`config.mk`:
```
export PLATFORM = sky130hd
export DESIGN_NAME = triple_mode_timer_block
export DESIGN_NICKNAME = d
export VERILOG_FILES = /design/src/verilog/tmr_pkg.sv /design/src/verilog/triple_mode_timer_block.sv
export SDC_FILE = /design/constraint.sdc
export NUM_CORES = 1
export LEC_CHECK = 0
export BUFFER_PORTS_ARGS = -buffer_cell sky130_fd_sc_hd__buf_2
export CAP_MARGIN = 40
export CORE_MARGIN = 2
export CORE_UTILIZATION = 58
export CTS_BUF_LIST = sky130_fd_sc_hd__clkbuf_2
export DETAILED_ROUTE_END_ITERATION = 8
export GPL_ROUTABILITY_DRIVEN = 1
export GPL_TIMING_DRIVEN = 0
export PLACE_DENSITY = 0.79
export SLEW_MARGIN = 20
export SYNTH_ARGS = -nofsm -noshare
export SYNTH_HDL_FRONTEND = slang
export SYNTH_SLANG_ARGS = --single-unit
export TNS_END_PERCENT = 20
```
`constraint.sdc`:
```
create_clock -name CLK_SYS -period 3.8 [get_ports CLK_SYS]
set_clock_uncertainty 0.15 [all_clocks]
set_input_delay 0.76 -clock CLK_SYS [delete_from_list [all_inputs] [get_ports CLK_SYS]]
set_output_delay 0.76 -clock CLK_SYS [all_outputs]
set_load 0.05 [all_outputs]
```
`src/verilog/tmr_pkg.sv`:
```
// package: register map, mode codes and field layouts of the triple-mode timer
package tmr_pkg;

  // ----------------------------------------------------------------
  // register map (byte addresses, one aligned word each)
  // ----------------------------------------------------------------
  localparam logic [11:0] ADDR_CTRL     = 12'h000;
  localparam logic [11:0] ADDR_COUNT    = 12'h004;
  localparam logic [11:0] ADDR_RELOAD_A = 12'h008;
  localparam logic [11:0] ADDR_RELOAD_B = 12'h00C;

  // control word bit positions
  localparam int CTRL_IRQ_EN_B = 0;
  localparam int CTRL_PEND_B   = 1;
  localparam int CTRL_IRQ_EN_A = 2;
  localparam int CTRL_PEND_A   = 3;
  localparam int CTRL_RUN      = 4;
  localparam int CTRL_MODE_LO  = 5;
  localparam int CTRL_MODE_HI  = 7;

  // ----------------------------------------------------------------
  // reset values and the all-ones wrap value
  // ----------------------------------------------------------------
  localparam logic [15:0] COUNT_RST  = 16'h0000;
  localparam logic [15:0] RELOAD_RST = 16'h0000;
  localparam logic [2:0]  MODE_RST   = 3'h0;
  localparam logic [15:0] COUNT_ONES = 16'hFFFF;

  // mode field codes
  typedef enum logic [2:0] {
    MODE_EVT_RISE  = 3'b000,
    MODE_EVT_FALL  = 3'b001,
    MODE_CAP_RR    = 3'b010,
    MODE_CAP_FF_LO = 3'b011,
    MODE_PWM_PLAIN = 3'b100,
    MODE_PWM_TOG   = 3'b101,
    MODE_CAP_RF    = 3'b110,
    MODE_CAP_FF    = 3'b111
  } mode_e;

  // software-visible control bits
  typedef struct packed {
    logic [2:0] mode;
    logic       run_or_underflow_flag;
    logic       pend_a;
    logic       irq_en_a;
    logic       pend_b;
    logic       irq_en_b;
  } ctrl_s;

  localparam ctrl_s CTRL_RST = '{mode: MODE_RST, default: 1'b0};

endpackage

```
`src/verilog/triple_mode_timer_block.sv`:
```
// triple-mode 16-bit timer: pwm, external event counter, dual input capture
// Operation
// - event-counter mode clocks the timer from pin A edges, not the tick
// - mode field picks rising or falling pin A edges for event counting
// - event-counter underflow sets pending A; interrupt when enable A set
// - event-counter mode: rising pin B edge sets pending B, gated by enable B
// - no pwm waveform driven on pin A in event-counter mode
// - capture mode: timer counts continuously at the instruction-cycle tick
// - capture mode: pin A trigger loads capture A, pin B loads capture B
// - capture edge polarity selectable for pins A and B, every pair except A fall with B rise
// - codes 010 rise/rise, 110 rise/fall, 111 and 011 fall/fall
// - capture triggers set pending A and B, gated by enables A and B
// - capture-mode underflow sets the run bit as underflow flag, enable A gates
// - in pwm and event modes run bit 1 starts, 0 stops the timer
// - each interrupt enable permits its interrupt at 1, suppresses at 0
// - code 101 pwm with pin A toggle, 100 without; irq follows reload source
// - pwm counts down on the tick; first reload from A, then B, A, ...
// - pwm underflows alternately set pending A (reload A) and pending B
`timescale 1ns/10ps
`default_nettype none

module triple_mode_timer_block
  import tmr_pkg::*;
#(
  parameter int ADDR_W = 12
) (
  input  wire logic              CLK_SYS,
  input  wire logic              RST,
  input  wire logic              CE,
  input  wire logic              INSTR_CYCLE_TICK,
  input  wire logic              PSEL,
  input  wire logic              PENABLE,
  input  wire logic              PWRITE,
  input  wire logic [ADDR_W-1:0] PADDR,
  input  wire logic [31:0]       PWDATA,
  output logic      [31:0]       PRDATA,
  output logic                   PREADY,
  output logic                   PSLVERR,
  input  wire logic              TIMER_PIN_A_I,
  output logic                   TIMER_PIN_A_O,
  output logic                   TIMER_PIN_A_OE,
  input  wire logic              TIMER_PIN_B,
  output logic                   IRQ_A,
  output logic                   IRQ_B
);

  // ----------------------------------------------------------------
  // functions
  // ----------------------------------------------------------------
  function automatic logic is_capture(input logic [2:0] m);
    return (m == MODE_CAP_RR) || (m == MODE_CAP_FF_LO) || (m == MODE_CAP_RF) ||
           (m == MODE_CAP_FF);
  endfunction

  function automatic logic is_pwm(input logic [2:0] m);
    return (m == MODE_PWM_PLAIN) || (m == MODE_PWM_TOG);
  endfunction

  function automatic logic is_event(input logic [2:0] m);
    return (m == MODE_EVT_RISE) || (m == MODE_EVT_FALL);
  endfunction

  // ----------------------------------------------------------------
  // pin synchronisers and edge detection
  // ----------------------------------------------------------------
  logic [1:0] pin_in;
  logic [1:0] rise;
  logic [1:0] fall;

  assign pin_in = {TIMER_PIN_B, TIMER_PIN_A_I};

  // index 0 is pin A, index 1 is pin B; both get the same two-stage chain
  for (genvar p = 0; p < 2; p++) begin : g_pin
    logic sync1_q;
    logic sync1_d;
    logic sync2_q;
    logic sync2_d;
    logic prev_q;
    logic prev_d;

    always_comb begin
      sync1_d = pin_in[p];
      sync2_d = sync1_q;
      prev_d  = sync2_q;
    end

    // reset level matches the idle pin level, so no false edge follows reset
    always_ff @(posedge CLK_SYS or posedge RST) begin
      if (RST) begin
        sync1_q <= 1'b0;
        sync2_q <= 1'b0;
        prev_q  <= 1'b0;
      end else if (CE) begin
        sync1_q <= sync1_d;
        sync2_q <= sync2_d;
        prev_q  <= prev_d;
      end
    end

    // edges come from the second stage only; one clock pulse per edge
    assign rise[p] = sync2_q & ~prev_q;
    assign fall[p] = ~sync2_q & prev_q;
  end

  // ----------------------------------------------------------------
  // timer, reload/capture registers and control bits
  // ----------------------------------------------------------------
  ctrl_s       ctrl_q, ctrl_d;
  logic [15:0] count_q, count_d;
  logic [15:0] reload_capture_a_q, reload_capture_a_d;
  logic [15:0] reload_capture_b_q, reload_capture_b_d;
  logic        next_b_q, next_b_d;
  logic        pin_a_q, pin_a_d;
  logic [31:0] prdata_q, prdata_d;
  logic        pin_a_oe_q, pin_a_oe_d;
  logic        irq_a_q, irq_a_d;
  logic        irq_b_q, irq_b_d;

  ctrl_s       wr_ctrl;
  logic        wr_acc;
  logic        rd_setup;
  logic        step;
  logic        underflow;
  logic        trig_a;
  logic        trig_b;
  logic [2:0]  mode;

  assign mode     = ctrl_q.mode;
  assign wr_ctrl  = ctrl_s'(PWDATA[CTRL_MODE_HI:CTRL_IRQ_EN_B]);
  assign wr_acc   = PSEL && PENABLE && PWRITE;
  // read data is latched in the setup cycle, so it stands through the access edge
  assign rd_setup = PSEL && !PENABLE && !PWRITE;

  // ----------------------------------------------------------------
  // step and trigger decode
  // ----------------------------------------------------------------
  // pwm and capture step on the tick; the event counter steps on pin A edges
  always_comb begin
    step = 1'b0;
    if (is_capture(mode)) begin
      step = INSTR_CYCLE_TICK;
    end else if (is_pwm(mode)) begin
      step = INSTR_CYCLE_TICK && ctrl_q.run_or_underflow_flag;
    end else if (is_event(mode)) begin
      step = ctrl_q.run_or_underflow_flag &&
             ((mode == MODE_EVT_FALL) ? fall[0] : rise[0]);
    end
  end

  assign underflow = step && (count_q == COUNT_RST);

  // capture trigger polarity: A falls for 011/111, B falls for 110/011/111
  always_comb begin
    trig_a = is_capture(mode) && (mode[0] ? fall[0] : rise[0]);
    trig_b = is_capture(mode) && ((mode[2] || mode[0]) ? fall[1] : rise[1]);
  end

  // ----------------------------------------------------------------
  // next state of control, count and reload/capture registers
  // ----------------------------------------------------------------
  // a count write in the same cycle as a step is lost; the step wins
  always_comb begin
    ctrl_d             = ctrl_q;
    count_d            = count_q;
    reload_capture_a_d = reload_capture_a_q;
    reload_capture_b_d = reload_capture_b_q;
    next_b_d           = next_b_q;
    pin_a_d            = pin_a_q;

    // software writes first, so hardware sets below win over a clear
    if (wr_acc) begin
      case (PADDR)
        ADDR_CTRL: begin
          ctrl_d = wr_ctrl;
          // entering pwm from another mode restarts the reload order with A
          if (is_pwm(wr_ctrl.mode) && !is_pwm(mode)) begin
            next_b_d = 1'b0;
          end
        end
        ADDR_COUNT:    count_d            = PWDATA[15:0];
        ADDR_RELOAD_A: reload_capture_a_d = PWDATA[15:0];
        ADDR_RELOAD_B: reload_capture_b_d = PWDATA[15:0];
        default: ;
      endcase
    end

    if (step) begin
      count_d = count_q - 16'h0001;
    end

    if (underflow) begin
      if (is_pwm(mode)) begin
        count_d  = next_b_q ? reload_capture_b_q : reload_capture_a_q;
        next_b_d = ~next_b_q;
        if (next_b_q) begin
          ctrl_d.pend_b = 1'b1;
        end else begin
          ctrl_d.pend_a = 1'b1;
        end
        if (mode == MODE_PWM_TOG) begin
          pin_a_d = ~pin_a_q;
        end
      end else if (is_event(mode)) begin
        // the event counter reloads from A, so it divides the pin rate
        count_d       = reload_capture_a_q;
        ctrl_d.pend_a = 1'b1;
      end else begin
        count_d                      = COUNT_ONES;
        ctrl_d.run_or_underflow_flag = 1'b1;
      end
    end

    if (is_event(mode) && rise[1]) begin
      ctrl_d.pend_b = 1'b1;
    end

    if (trig_a) begin
      reload_capture_a_d = count_q;
      ctrl_d.pend_a      = 1'b1;
    end
    if (trig_b) begin
      reload_capture_b_d = count_q;
      ctrl_d.pend_b      = 1'b1;
    end
  end

  // ----------------------------------------------------------------
  // apb read path: zero wait states, unmapped reads as zero
  // ----------------------------------------------------------------
  always_comb begin
    prdata_d = prdata_q;
    if (rd_setup) begin
      case (PADDR)
        ADDR_CTRL:     prdata_d = {24'h000000, ctrl_q};
        ADDR_COUNT:    prdata_d = {16'h0000, count_q};
        ADDR_RELOAD_A: prdata_d = {16'h0000, reload_capture_a_q};
        ADDR_RELOAD_B: prdata_d = {16'h0000, reload_capture_b_q};
        default:       prdata_d = 32'h00000000;
      endcase
    end
  end

  always_ff @(posedge CLK_SYS or posedge RST) begin
    if (RST) begin
      ctrl_q             <= CTRL_RST;
      count_q            <= COUNT_RST;
      reload_capture_a_q <= RELOAD_RST;
      reload_capture_b_q <= RELOAD_RST;
      next_b_q           <= 1'b0;
      pin_a_q            <= 1'b0;
      prdata_q           <= 32'h00000000;
    end else if (CE) begin
      ctrl_q             <= ctrl_d;
      count_q            <= count_d;
      reload_capture_a_q <= reload_capture_a_d;
      reload_capture_b_q <= reload_capture_b_d;
      next_b_q           <= next_b_d;
      pin_a_q            <= pin_a_d;
      prdata_q           <= prdata_d;
    end
  end

  // ----------------------------------------------------------------
  // registered pin enable and interrupt outputs
  // ----------------------------------------------------------------
  // built from the next control state, so they change on the same edge as the bits
  always_comb begin
    // pin A is driven only in pwm modes; elsewhere it is the counter/capture input
    pin_a_oe_d = is_pwm(ctrl_d.mode);
    // capture mode: the underflow flag shares interrupt A
    irq_a_d    = ctrl_d.irq_en_a && (ctrl_d.pend_a ||
                 (is_capture(ctrl_d.mode) && ctrl_d.run_or_underflow_flag));
    irq_b_d    = ctrl_d.irq_en_b && ctrl_d.pend_b;
  end

  always_ff @(posedge CLK_SYS or posedge RST) begin
    if (RST) begin
      pin_a_oe_q <= 1'b0;
      irq_a_q    <= 1'b0;
      irq_b_q    <= 1'b0;
    end else if (CE) begin
      pin_a_oe_q <= pin_a_oe_d;
      irq_a_q    <= irq_a_d;
      irq_b_q    <= irq_b_d;
    end
  end

  // pready stays high while ce is low, so the bus must stay idle then
  assign PRDATA         = prdata_q;
  assign PREADY         = 1'b1;
  assign PSLVERR        = 1'b0;
  assign TIMER_PIN_A_O  = pin_a_q;
  assign TIMER_PIN_A_OE = pin_a_oe_q;
  assign IRQ_A          = irq_a_q;
  assign IRQ_B          = irq_b_q;

endmodule

`default_nettype wire

```
==> impl_metrics.ini, run 1 <==
[timing]
grt_setup_unrepaired = false
period_share = 0.819
max_freq_mhz = 321
fin_crit_ns = 3.11
worst_slew_pin_slew_ns = 0.793
hold_viol = 0
max_slew_margin = 0.471
finalSetupViolations = 0
slew_violations = 0

[place]
place_area_um2 = 5560
dp_cells = 743
dp_hpwl_um = 11900
port_buffers = 54
gp_congestion = 0.956

[synthesis]
synth_ff_type = dfrtp_1
synthDominantCellAreaShare = 0.409
synthMuxAreaShare = 0.105
yosysSeqAreaShare = 0.409
synthesis.yosys.warnings = 0
async_flop_share = 1.00
synthTopCellsByArea = dfrtp_1 (41%), mux2i_1 (6.3%), o21ai_0 (4.0%)
yosys_register_bits = 83
yosys.area_share.adder = 0.00493
synth_most_common_cell = dfrtp_1
synth_compound_area_frac = 0.224
synthesis.area_um2 = 5070
yosys.area_share.simple = 0.174
synthXorXnorAreaFrac = 0.00518
synth.largest_area_cell = dfrtp_1
synthCells = 564
synthTopCellsByCount = dfrtp_1 (83), nand2_1 (44), nor2_1 (42)
synth_top_family_by_area = compound AO/OA/AOI/OAI gates
synth_cell_types = 65
avgSynthCellArea_um2 = 8.99
synth-edff-count = 0

[power_and_ir_drop]
p_clk_frac = 0.358
combPwrFrac = 0.114
p_int_uw = 1250
p_leak_uw = 0.00272
swShare = 0.277
p_switching_uw = 478
seq_power_share = 0.527
p_per_area_nw_per_um2 = 302
ir_drop_mv = 0.192

[route]
drt_iter0_markers = 652
ant_nets = 0
viasPerCell = 6.65
wire_per_inst_um = 21.6
vias = 5045
drc_errors = 0
dr.pass1.iters = 6
drt_wl_total_um = 16400

[global_route]
track_usage = 0.344
grt_pass1_vias = 4738
overflow = 0
grt_max_degree = 46
grt_pass1_wl_um = 25800
antenna_found_initial = 0

[cells_and_area]
layout-drive-gt1-share = 0.192
n_fill_cell = 720
diodes = 0
syn_to_final_growth_pct = 12.8
final_area_um2 = 5720
nets = 701
fin_cells = 759

[clocking]
cts_tree = built
clk_pin_slew_ns = 0.26
cts-resized-gates = 0
clock_sinks = 83
hold_buffers = 0
clockBufferDepth = 2
clk_latency_ns = 0.56
post_cts_buffers = 0
htree_num_levels = 3
cts_made_buffers = 9
clockRootBuffer = clkbuf_2

[worst_hold_path]
hp-class = in2async

[die]
pin_count = 91
core-area_um2 = 8590
fp.dieH_um = 97.5
die_w_um = 97.5
initial_core_util = 0.590
core.rowCount = 34
die_area_um2 = 9510

[status]
status = finished, final reports clean

[critical_path]
worstSetupEndpointType = flip-flop
path_max_fanout = 10
required_ns = 4.07
start_kind = input port
worstPathArrival_ns = 3.38
crit_type = in2reg

[run]
drv_cap = 0
## state kept, by name, indices dropped and copies added (netlist names)
signal / count
reload_capture_b_q: 16
g_pin.sync1_q: 2
g_pin.prev_q: 2
g_pin.prev_d: 2
next_b_q: 1
TIMER_PIN_A_O: 1
IRQ_A: 1
PRDATA: 16
count_q: 16
IRQ_B: 1
ctrl_q: 5
reload_capture_a_q: 16
mode: 3
TIMER_PIN_A_OE: 1
## power by group through the flow
stage | clock [uW] | combinational (uW) | sequential, uW
6_report | 620 | 197 | 911
3_3_place_gp | 0 | 188 | 925
4_1_cts | 620 | 195 | 911
2_1_floorplan | 0 | 128 | 929
3_5_place_dp | 0 | 194 | 926
5_1_grt | 659 | 211 | 914
## layout make-up
| type | count | area, um2 | share of cell area |
|---|---|---|---|
| Buffer | 63 | 349 | 0.0610 |
| Clock buffer | 10 | 50.0 | 0.00875 |
| Clock inverter | 6 | 113 | 0.0197 |
| Inverter | 8 | 32.5 | 0.00568 |
| Multi-Input combinational cell | 426 | 2680 | 0.468 |
| Sequential cell | 83 | 2080 | 0.363 |
| Tap cell | 108 | 135 | 0.0236 |
| Timing Repair Buffer | 55 | 290 | 0.0507 |
## kinds of logic after synthesis
| kind of cell | count (synthesis) |
|---|---|
| AND/OR/NAND/NOR | 174 |
| other | 2 |
| adder cells (fa/ha/maj) | 2 |
| multiplexers | 48 |
| AO/OA/AOI/OAI | 181 |
| XOR/XNOR | 3 |
| flip-flops | 83 |
| buffers and inverters | 71 |
## routing by layer
metal	global-route usage	vias to the layer above	routed length, um	share of wire
met2	0.517	389	7280	0.44
li1	-	2238	-	-
met3	0.0899	54	2150	0.13
met4	0.110	0	503	0.031
met1	0.488	2364	6440	0.39
met5	0	-	0	0
## path summary, 6_finish.rpt
kind | startpoint | end | slack, ns | cells after the start
max in group asynchronous | RST | next_b_q | 2.79 | 3
worst max-delay path | PADDR[1] | reload_capture_a_q[0] | 0.69 | 8
worst min-delay path | RST | reload_capture_a_q[12] | 0.06 | 2
worst max register to register | count_q[2] | count_q[3] | 0.87 | 7
worst min register to register | TIMER_PIN_A_O | TIMER_PIN_A_O | 0.34 | 1
min in group CLK_SYS | TIMER_PIN_A_I | g_pin[0].sync1_q | 0.25 | 2
## layout by cell type, fill, tap and decap left out, types with 3 or more instances in the layout
cell / instances
and3_1: 11
mux2i_1: 32
bufinv_16: 3
o21ai_0: 41
nor2_1: 42
a22oi_1: 10
nand4_1: 3
a311oi_1: 3
a2111oi_0: 5
a32oi_1: 4
nor3_1: 31
a31oi_1: 5
o211ai_1: 3
nor4_1: 8
a21oi_1: 40
o22ai_1: 20
and2_1: 4
buf_1: 4
buf_2: 57
mux2_2: 13
nand2_1: 44
mux4_2: 3
o21a_1: 4
clkbuf_1: 32
buf_6: 5
buf_4: 19
clkbuf_2: 10
a221o_1: 5
nand3_1: 11
dfrtp_1: 83
a211oi_1: 6
inv_1: 7
conb_1: 18
o21ai_1: 18
## worst max-delay path, cell delays in order
cell      delay, ns
buf_2          0.09
nor4_1         0.47
nand3_1        0.44
nor3_1         0.58
nand2_1        0.33
clkbuf_1       0.34
o22ai_1        0.26
a21oi_1        0.10
## per-stage QoR
stage / util / setup TNS [ns] / hold slack [ns] / total power [uW] / setup slack, ns
finish: 0.666 / 0 / 0.0574 / 1730 / 0.688
CTS: 0.666 / 0 / 0.0899 / 1730 / 0.823
detailed placement: 0.647 / 0 / 0.308 / 1120 / 0.275
global placement: 0.644 / -18.88 / 0.302 / 1110 / -0.232
global route: 0.666 / 0 / 0.0893 / 1780 / 0.521
floorplan: - / 0 / 0.299 / 1060 / 0.753
No activity file was read; power rests on OpenSTA's default activity.
==> run 2, diff against run 1 <==
- ABC_AREA: unset -> 1
- CORE_UTILIZATION: 58 -> 53
- PLACE_DENSITY: 0.79 -> 0.76
- clock period: 3.8 -> 2.85 ns (I/O delays scaled with it)
==> run 2 against run 1 <==
Final cell count is 29% higher. Count of clock-buffer cells in the layout up 1. Core utilization decreased by 5.7 points. Synthesized cell count is 34% higher. Clock power rose by 2%. Worst hold slack lost 0.0012 ns. Design area grew 3.0%. Non-clock buffer count down 11. Largest cell class unchanged. Highest routed layer unchanged.
==> impl_metrics.ini, run 2 <==
[status]
status = finished, final reports clean

[route]
drt_iter0_markers = 726
viasPerCell = 5.50
wire_per_inst_um = 15.6
ant_nets = 0
dr.pass1.iters = 5
vias = 5404
drc_errors = 0
drt_wl_total_um = 15300

[place]
gp_congestion = 1.04
place_area_um2 = 5780
pre_cts_ws_ns = 0.369
port_buffers = 56
dp_hpwl_um = 11900

[cells_and_area]
nets = 899
fin_util = 0.609
syn_to_final_growth_pct = 12.8
n_fill_cell = 932
layout-drive-gt1-share = 0.150
final_common_cell = nand2_1
final_cell_mix = nand2_1 (233), o21ai_0 (102), dfrtp_1 (83), inv_1 (71), nor2_1 (68)
final_area_um2 = 5900

[synthesis]
async_flop_share = 1.00
synthTopCellsByArea = dfrtp_1 (40%), nand2_1 (17%), o21ai_0 (9.8%)
synthCells = 758
synth-edff-count = 0
synthDominantCellAreaShare = 0.398
synthesis.yosys.warnings = 0
synth_most_common_cell = nand2_1
synthTopCellsByCount = nand2_1 (233), o21ai_0 (102), dfrtp_1 (83)
avgSynthCellArea_um2 = 6.89
synth_ff_type = dfrtp_1
yosys_register_bits = 83
synth.largest_area_cell = dfrtp_1
yosysSeqAreaShare = 0.398
synth_cell_types = 37
synthesis.area_um2 = 5230

[clocking]
clock_sinks = 83
cts_tree = built
clk_latency_ns = 0.58
htree_num_levels = 3
clockBufferDepth = 2
clk_pin_slew_ns = 0.22
cts_made_buffers = 9
post_cts_buffers = 0
clockRootBuffer = clkbuf_2

[critical_path]
r2r_cells = 9
reg2reg_slack_ns = 0.59
worstSetupEndpointType = flip-flop
rr_endpoint = count_q[1]
path_max_fanout = 8
cpPeakStageDelay_ns = 0.43
worstPathArrival_ns = 2.63
cp_slowest_cell = dfrtp_1
crit_chain = inv_1, ha_1, nor3b_1, nand2_1, nor2_1, nand2_1, o211ai_1, nand2_1, nand2_1
start_kind = flip-flop
rr_startpoint = count_q[0]
cp-startpoint = count_q[0]
cp-endpoint = count_q[1]
required_ns = 3.22
crit_type = reg2reg
cpMostUsedCell = nand2_1

[global_route]
antenna_found_initial = 1
grtUsageMet2 = 0.465
grt_pass1_wl_um = 24600
overflow = 0
grt_use_met1 = 0.428
track_usage = 0.303
use_met3 = 0.0410
grt_max_degree = 35
grt_pass1_vias = 4859
top_usage_layer = met2

[power_and_ir_drop]
p_per_area_nw_per_um2 = 529
p_switching_uw = 1220
swShare = 0.391
p_leak_uw = 0.00303
p_int_uw = 1900
combPwrFrac = 0.284
ir_drop_mv = 0.320
p_clk_frac = 0.203
seq_power_share = 0.513

[timing]
max_freq_mhz = 443
fin_ws_ns = 0.592
slew_violations = 0
max_slew_margin = 0.491
finalSetupViolations = 0
period_share = 0.792
setup_tns_ns = 0
hold_viol = 0
grt_setup_unrepaired = false
fin_crit_ns = 2.26
worst_slew_pin_slew_ns = 0.756
hold_slack_ns = 0.0562

[die]
core-area_um2 = 9680
fp.dieH_um = 103
die_area_um2 = 10700
core.rowCount = 36
initial_core_util = 0.540
die_w_um = 103
pin_count = 91

[run]
drv_cap = 0

[worst_hold_path]
hp-class = in2reg
-- run 2: changes by cell type after synthesis, sizes merged, moves of 29 or more --
| cell | before | now |
|---|---|---|
| nand2 | 44 | 237 |
| inv | 8 | 76 |
| o21ai | 60 | 110 |
| mux2i | 32 | 0 |
| nor2 | 42 | 73 |
| nor3 | 34 | 5 |
-- run 2: cells by family (layout without fill, tap and decap cells) --
group,Yosys count,count (layout),share of synthesized area
xor gates and xnor gates,11,11,0.0184
DFF,83,83,0.398
and+or+nand+nor,366,366,0.287
buffers and inverters,124,198,0.110
AOI/OAI and AO/OA,170,170,0.181
other,2,19,0.00144
adders and majority gates,2,2,0.00479
-- run 2: routing by layer --
layer / wire (um) / up-vias
li1: - / 2590
met1: 6610 / 2445
met2: 6840 / 327
met3: 1330 / 42
met4: 510 / 0
met5: 0 / -
-- run 2: what timing repair did --
item                      4_1_cts  5_1_grt
hold buffers                    1        0
hold endpoints to repair       24        0
resized for setup               0        0
-- run 2: area by class of cell --
type                       instances  area, um2  share of cell area
timing repair buffer              59        330              0.0560
sequential                        83       2080               0.352
buffer                            48        290              0.0492
clock inverter                     4       52.6             0.00891
tap                              133        166              0.0282
clock buffer                      11       55.1             0.00934
antenna                            1       2.50            0.000424
inverter                          76        289              0.0490
multi-input combinational        567       2630               0.447
-- run 2: per-stage QoR --
step,total power [uW],std cells
5_1_grt,3310,982
4_1_cts,3090,981
3_5_place_dp,2470,965
3_3_place_gp,2440,963
2_1_floorplan,2200,774
6_report,3120,982
-- run 2: worst min-delay path by stage --
stage,startpoint,to,slack (ns),depth (start not counted)
2_1_floorplan,g_pin[0].sync1_q,g_pin[0].sync1_q,0.29,2
3_3_place_gp,g_pin[1].sync1_q,g_pin[1].sync1_q,0.30,2
3_5_place_dp,PRDATA[7],PRDATA[7],0.31,2
4_1_cts,TIMER_PIN_B,g_pin[1].sync1_q,0.03,3
5_1_grt,TIMER_PIN_B,g_pin[1].sync1_q,0.04,3
6_report,TIMER_PIN_B,g_pin[1].sync1_q,0.06,3
-- run 2: worst max-delay path: cells and delay by family (launching register included) --
family | cells | cell delay (ns)
buffers and inverters | 1 | 0.26
AOI/OAI and AO/OA | 1 | 0.23
adders and majority gates | 1 | 0.23
DFF | 1 | 0.43
and+or+nand+nor | 6 | 0.93
-- run 2: power by group through the flow --
stage,combinational [uW],clock [uW],sequential (uW)
4_1_cts,869,636,1590
5_1_grt,998,684,1620
3_3_place_gp,833,0,1610
6_report,887,632,1600
2_1_floorplan,633,0,1570
3_5_place_dp,865,0,1610
==> run 3, diff against run 2 <==
- clock period: 2.85 -> 2 ns (I/O delays scaled with it)
==> run 3 against run 2 <==
Critical path depth grew 2. Critical path type unchanged. Combinational power grew 58%. Largest cell class unchanged. Via count grew 2.3%. Global-route usage grew 0.11 points. Critical endpoint is now count_q[8]. Register-to-register slack lost 0.57 ns. Non-clock buffer count grew 23. Sequential cell count is the same. Worst hold slack lost 0.025 ns. Design area grew 5.2%. Maximum frequency grew 14%. Setup slack lost 0.57 ns.
==> impl_metrics.ini, run 3 (synthesis gave the netlist of run 2 again) <==
[route]
drt_iter0_markers = 736
wire_per_inst_um = 15.8
drt_wl_total_um = 15900
vias = 5526
drc_errors = 0
ant_nets = 0
viasPerCell = 5.50
dr.pass1.iters = 6

[die]
initial_core_util = 0.540
core.rowCount = 36
fp.dieH_um = 103
core-area_um2 = 9680
die_area_um2 = 10700
die_w_um = 103
pin_count = 91

[global_route]
antenna_found_initial = 1
grt_max_degree = 35
overflow = 0
grt_pass1_wl_um = 24700
track_usage = 0.304
grt_pass1_vias = 4880

[power_and_ir_drop]
p_clk_frac = 0.196
p_per_area_nw_per_um2 = 742
ir_drop_mv = 0.480
p_int_uw = 2790
swShare = 0.393
p_leak_uw = 0.00315
combPwrFrac = 0.304
seq_power_share = 0.500
p_switching_uw = 1810

[critical_path]
crit_buf_inv = 4
cp-startpoint = mode[1]
start_kind = flip-flop
worstSetupEndpointType = flip-flop
rr_startpoint = mode[1]
critPathTopFamily = flip-flops
worstPathArrival_ns = 2.32
crit_type = reg2reg
required_ns = 2.34
cpPeakStageDelay_ns = 0.52
path_max_fanout = 10
cp_slowest_cell = dfrtp_2
crit_chain = inv_4, nand2_1, o21ai_2, inv_2, nand2_2, buf_6, a21oi_4, buf_6, o21ai_1, nor2_1, nor2_1

[clocking]
cts_made_buffers = 9
clockRootBuffer = clkbuf_2
clock_sinks = 83
cts_tree = built
htree_num_levels = 3
clk_pin_slew_ns = 0.22
clockBufferDepth = 2
clk_latency_ns = 0.59

[place]
port_buffers = 56
gp_congestion = 1.04
dp_hpwl_um = 11900
place_area_um2 = 5780

[timing]
hold_slack_ns = 0.0308
hold_viol = 0
finalSetupViolations = 0
fin_crit_ns = 1.98
grt_setup_unrepaired = true
max_slew_margin = 0.498
period_share = 0.990
max_freq_mhz = 505
worst_slew_pin_slew_ns = 0.747
slew_violations = 0

[worst_hold_path]
hp-class = in2reg
hp-start = PWDATA[15]

[cells_and_area]
syn_to_final_growth_pct = 18.7
final_common_cell = nand2_1
final_cell_mix = nand2_1 (230), o21ai_0 (102), dfrtp_1 (76), buf_2 (64), nor2_1 (62)
final_area_um2 = 6200
nets = 922
layout-drive-gt1-share = 0.212
n_fill_cell = 883

[status]
status = finished, final reports clean

[run]
drv_cap = 0
run 3: layer usage:
metal | wire, um | vias to the layer above | GRT usage
li1 | - | 2634 | -
met1 | 6640 | 2475 | 0.427
met5 | 0 | - | 0
met3 | 1530 | 41 | 0.0417
met2 | 7200 | 376 | 0.469
met4 | 551 | 0 | 0.142
run 3: power by group through the flow:
| stage | Combinational, uW | Clock, uW | Sequential, uW |
|---|---|---|---|
| global placement | 1190 | 0 | 2290 |
| finish | 1400 | 902 | 2300 |
| CTS | 1240 | 906 | 2280 |
| global route | 1550 | 979 | 2330 |
| floorplan | 903 | 0 | 2240 |
| detailed placement | 1230 | 0 | 2290 |
run 3: through the flow:
step | total power (uW) | std cells | util | setup TNS (ns) | setup WS, ns
after floorplan | 3140 | 774 | - | 0 | 0.217
after global placement | 3480 | 963 | 0.592 | -13.57 | -0.298
after detailed placement | 3530 | 965 | 0.596 | -11.36 | -0.311
after CTS | 4420 | 985 | 0.616 | 0 | 0.00317
after global routing | 4860 | 1005 | 0.640 | -0.288 | -0.0493
final | 4600 | 1005 | 0.640 | 0 | 0.0201
run 3: area by class of cell:
class	instances	area, um2	area share
antenna	1	2.50	0.000404
buffer	47	300	0.0484
clock buffer	11	55.1	0.00888
clock inverter	4	52.6	0.00848
inverter	76	297	0.0478
multi-input combinational	567	2720	0.438
sequential	83	2090	0.336
tap	133	166	0.0268
timing repair buffer	83	523	0.0844
run 3: final timing paths:
path / endpoint / slack, ns / cells after the start
max reg2reg: count_q[8] / 0.02 / 11
min: reload_capture_b_q[15] / 0.03 / 3
max: count_q[8] / 0.02 / 11
min in group asynchronous: PRDATA[6] / 0.21 / 3
min reg2reg: g_pin[1].sync1_q / 0.35 / 2
max in group asynchronous: count_q[7] / 0.68 / 5
run 3: what timing repair did:
action / in CTS / in global routing
buffers inserted: 0 / 19
hold endpoints to repair: 29 / 0
pin swaps: 2 / 7
endpoints found under the setup margin: 27 / 48
resized for setup: 12 / 45
hold buffers: 6 / 0
run 3: worst register-to-register path, stage by stage, from the launching register on:
cell and delay, ns:
dfrtp_2 0.52, inv_4 0.09, nand2_1 0.11, o21ai_2 0.08
inv_2 0.05, nand2_2 0.07, buf_6 0.16, a21oi_4 0.22
buf_6 0.19, o21ai_1 0.08, nor2_1 0.14, nor2_1 0.06
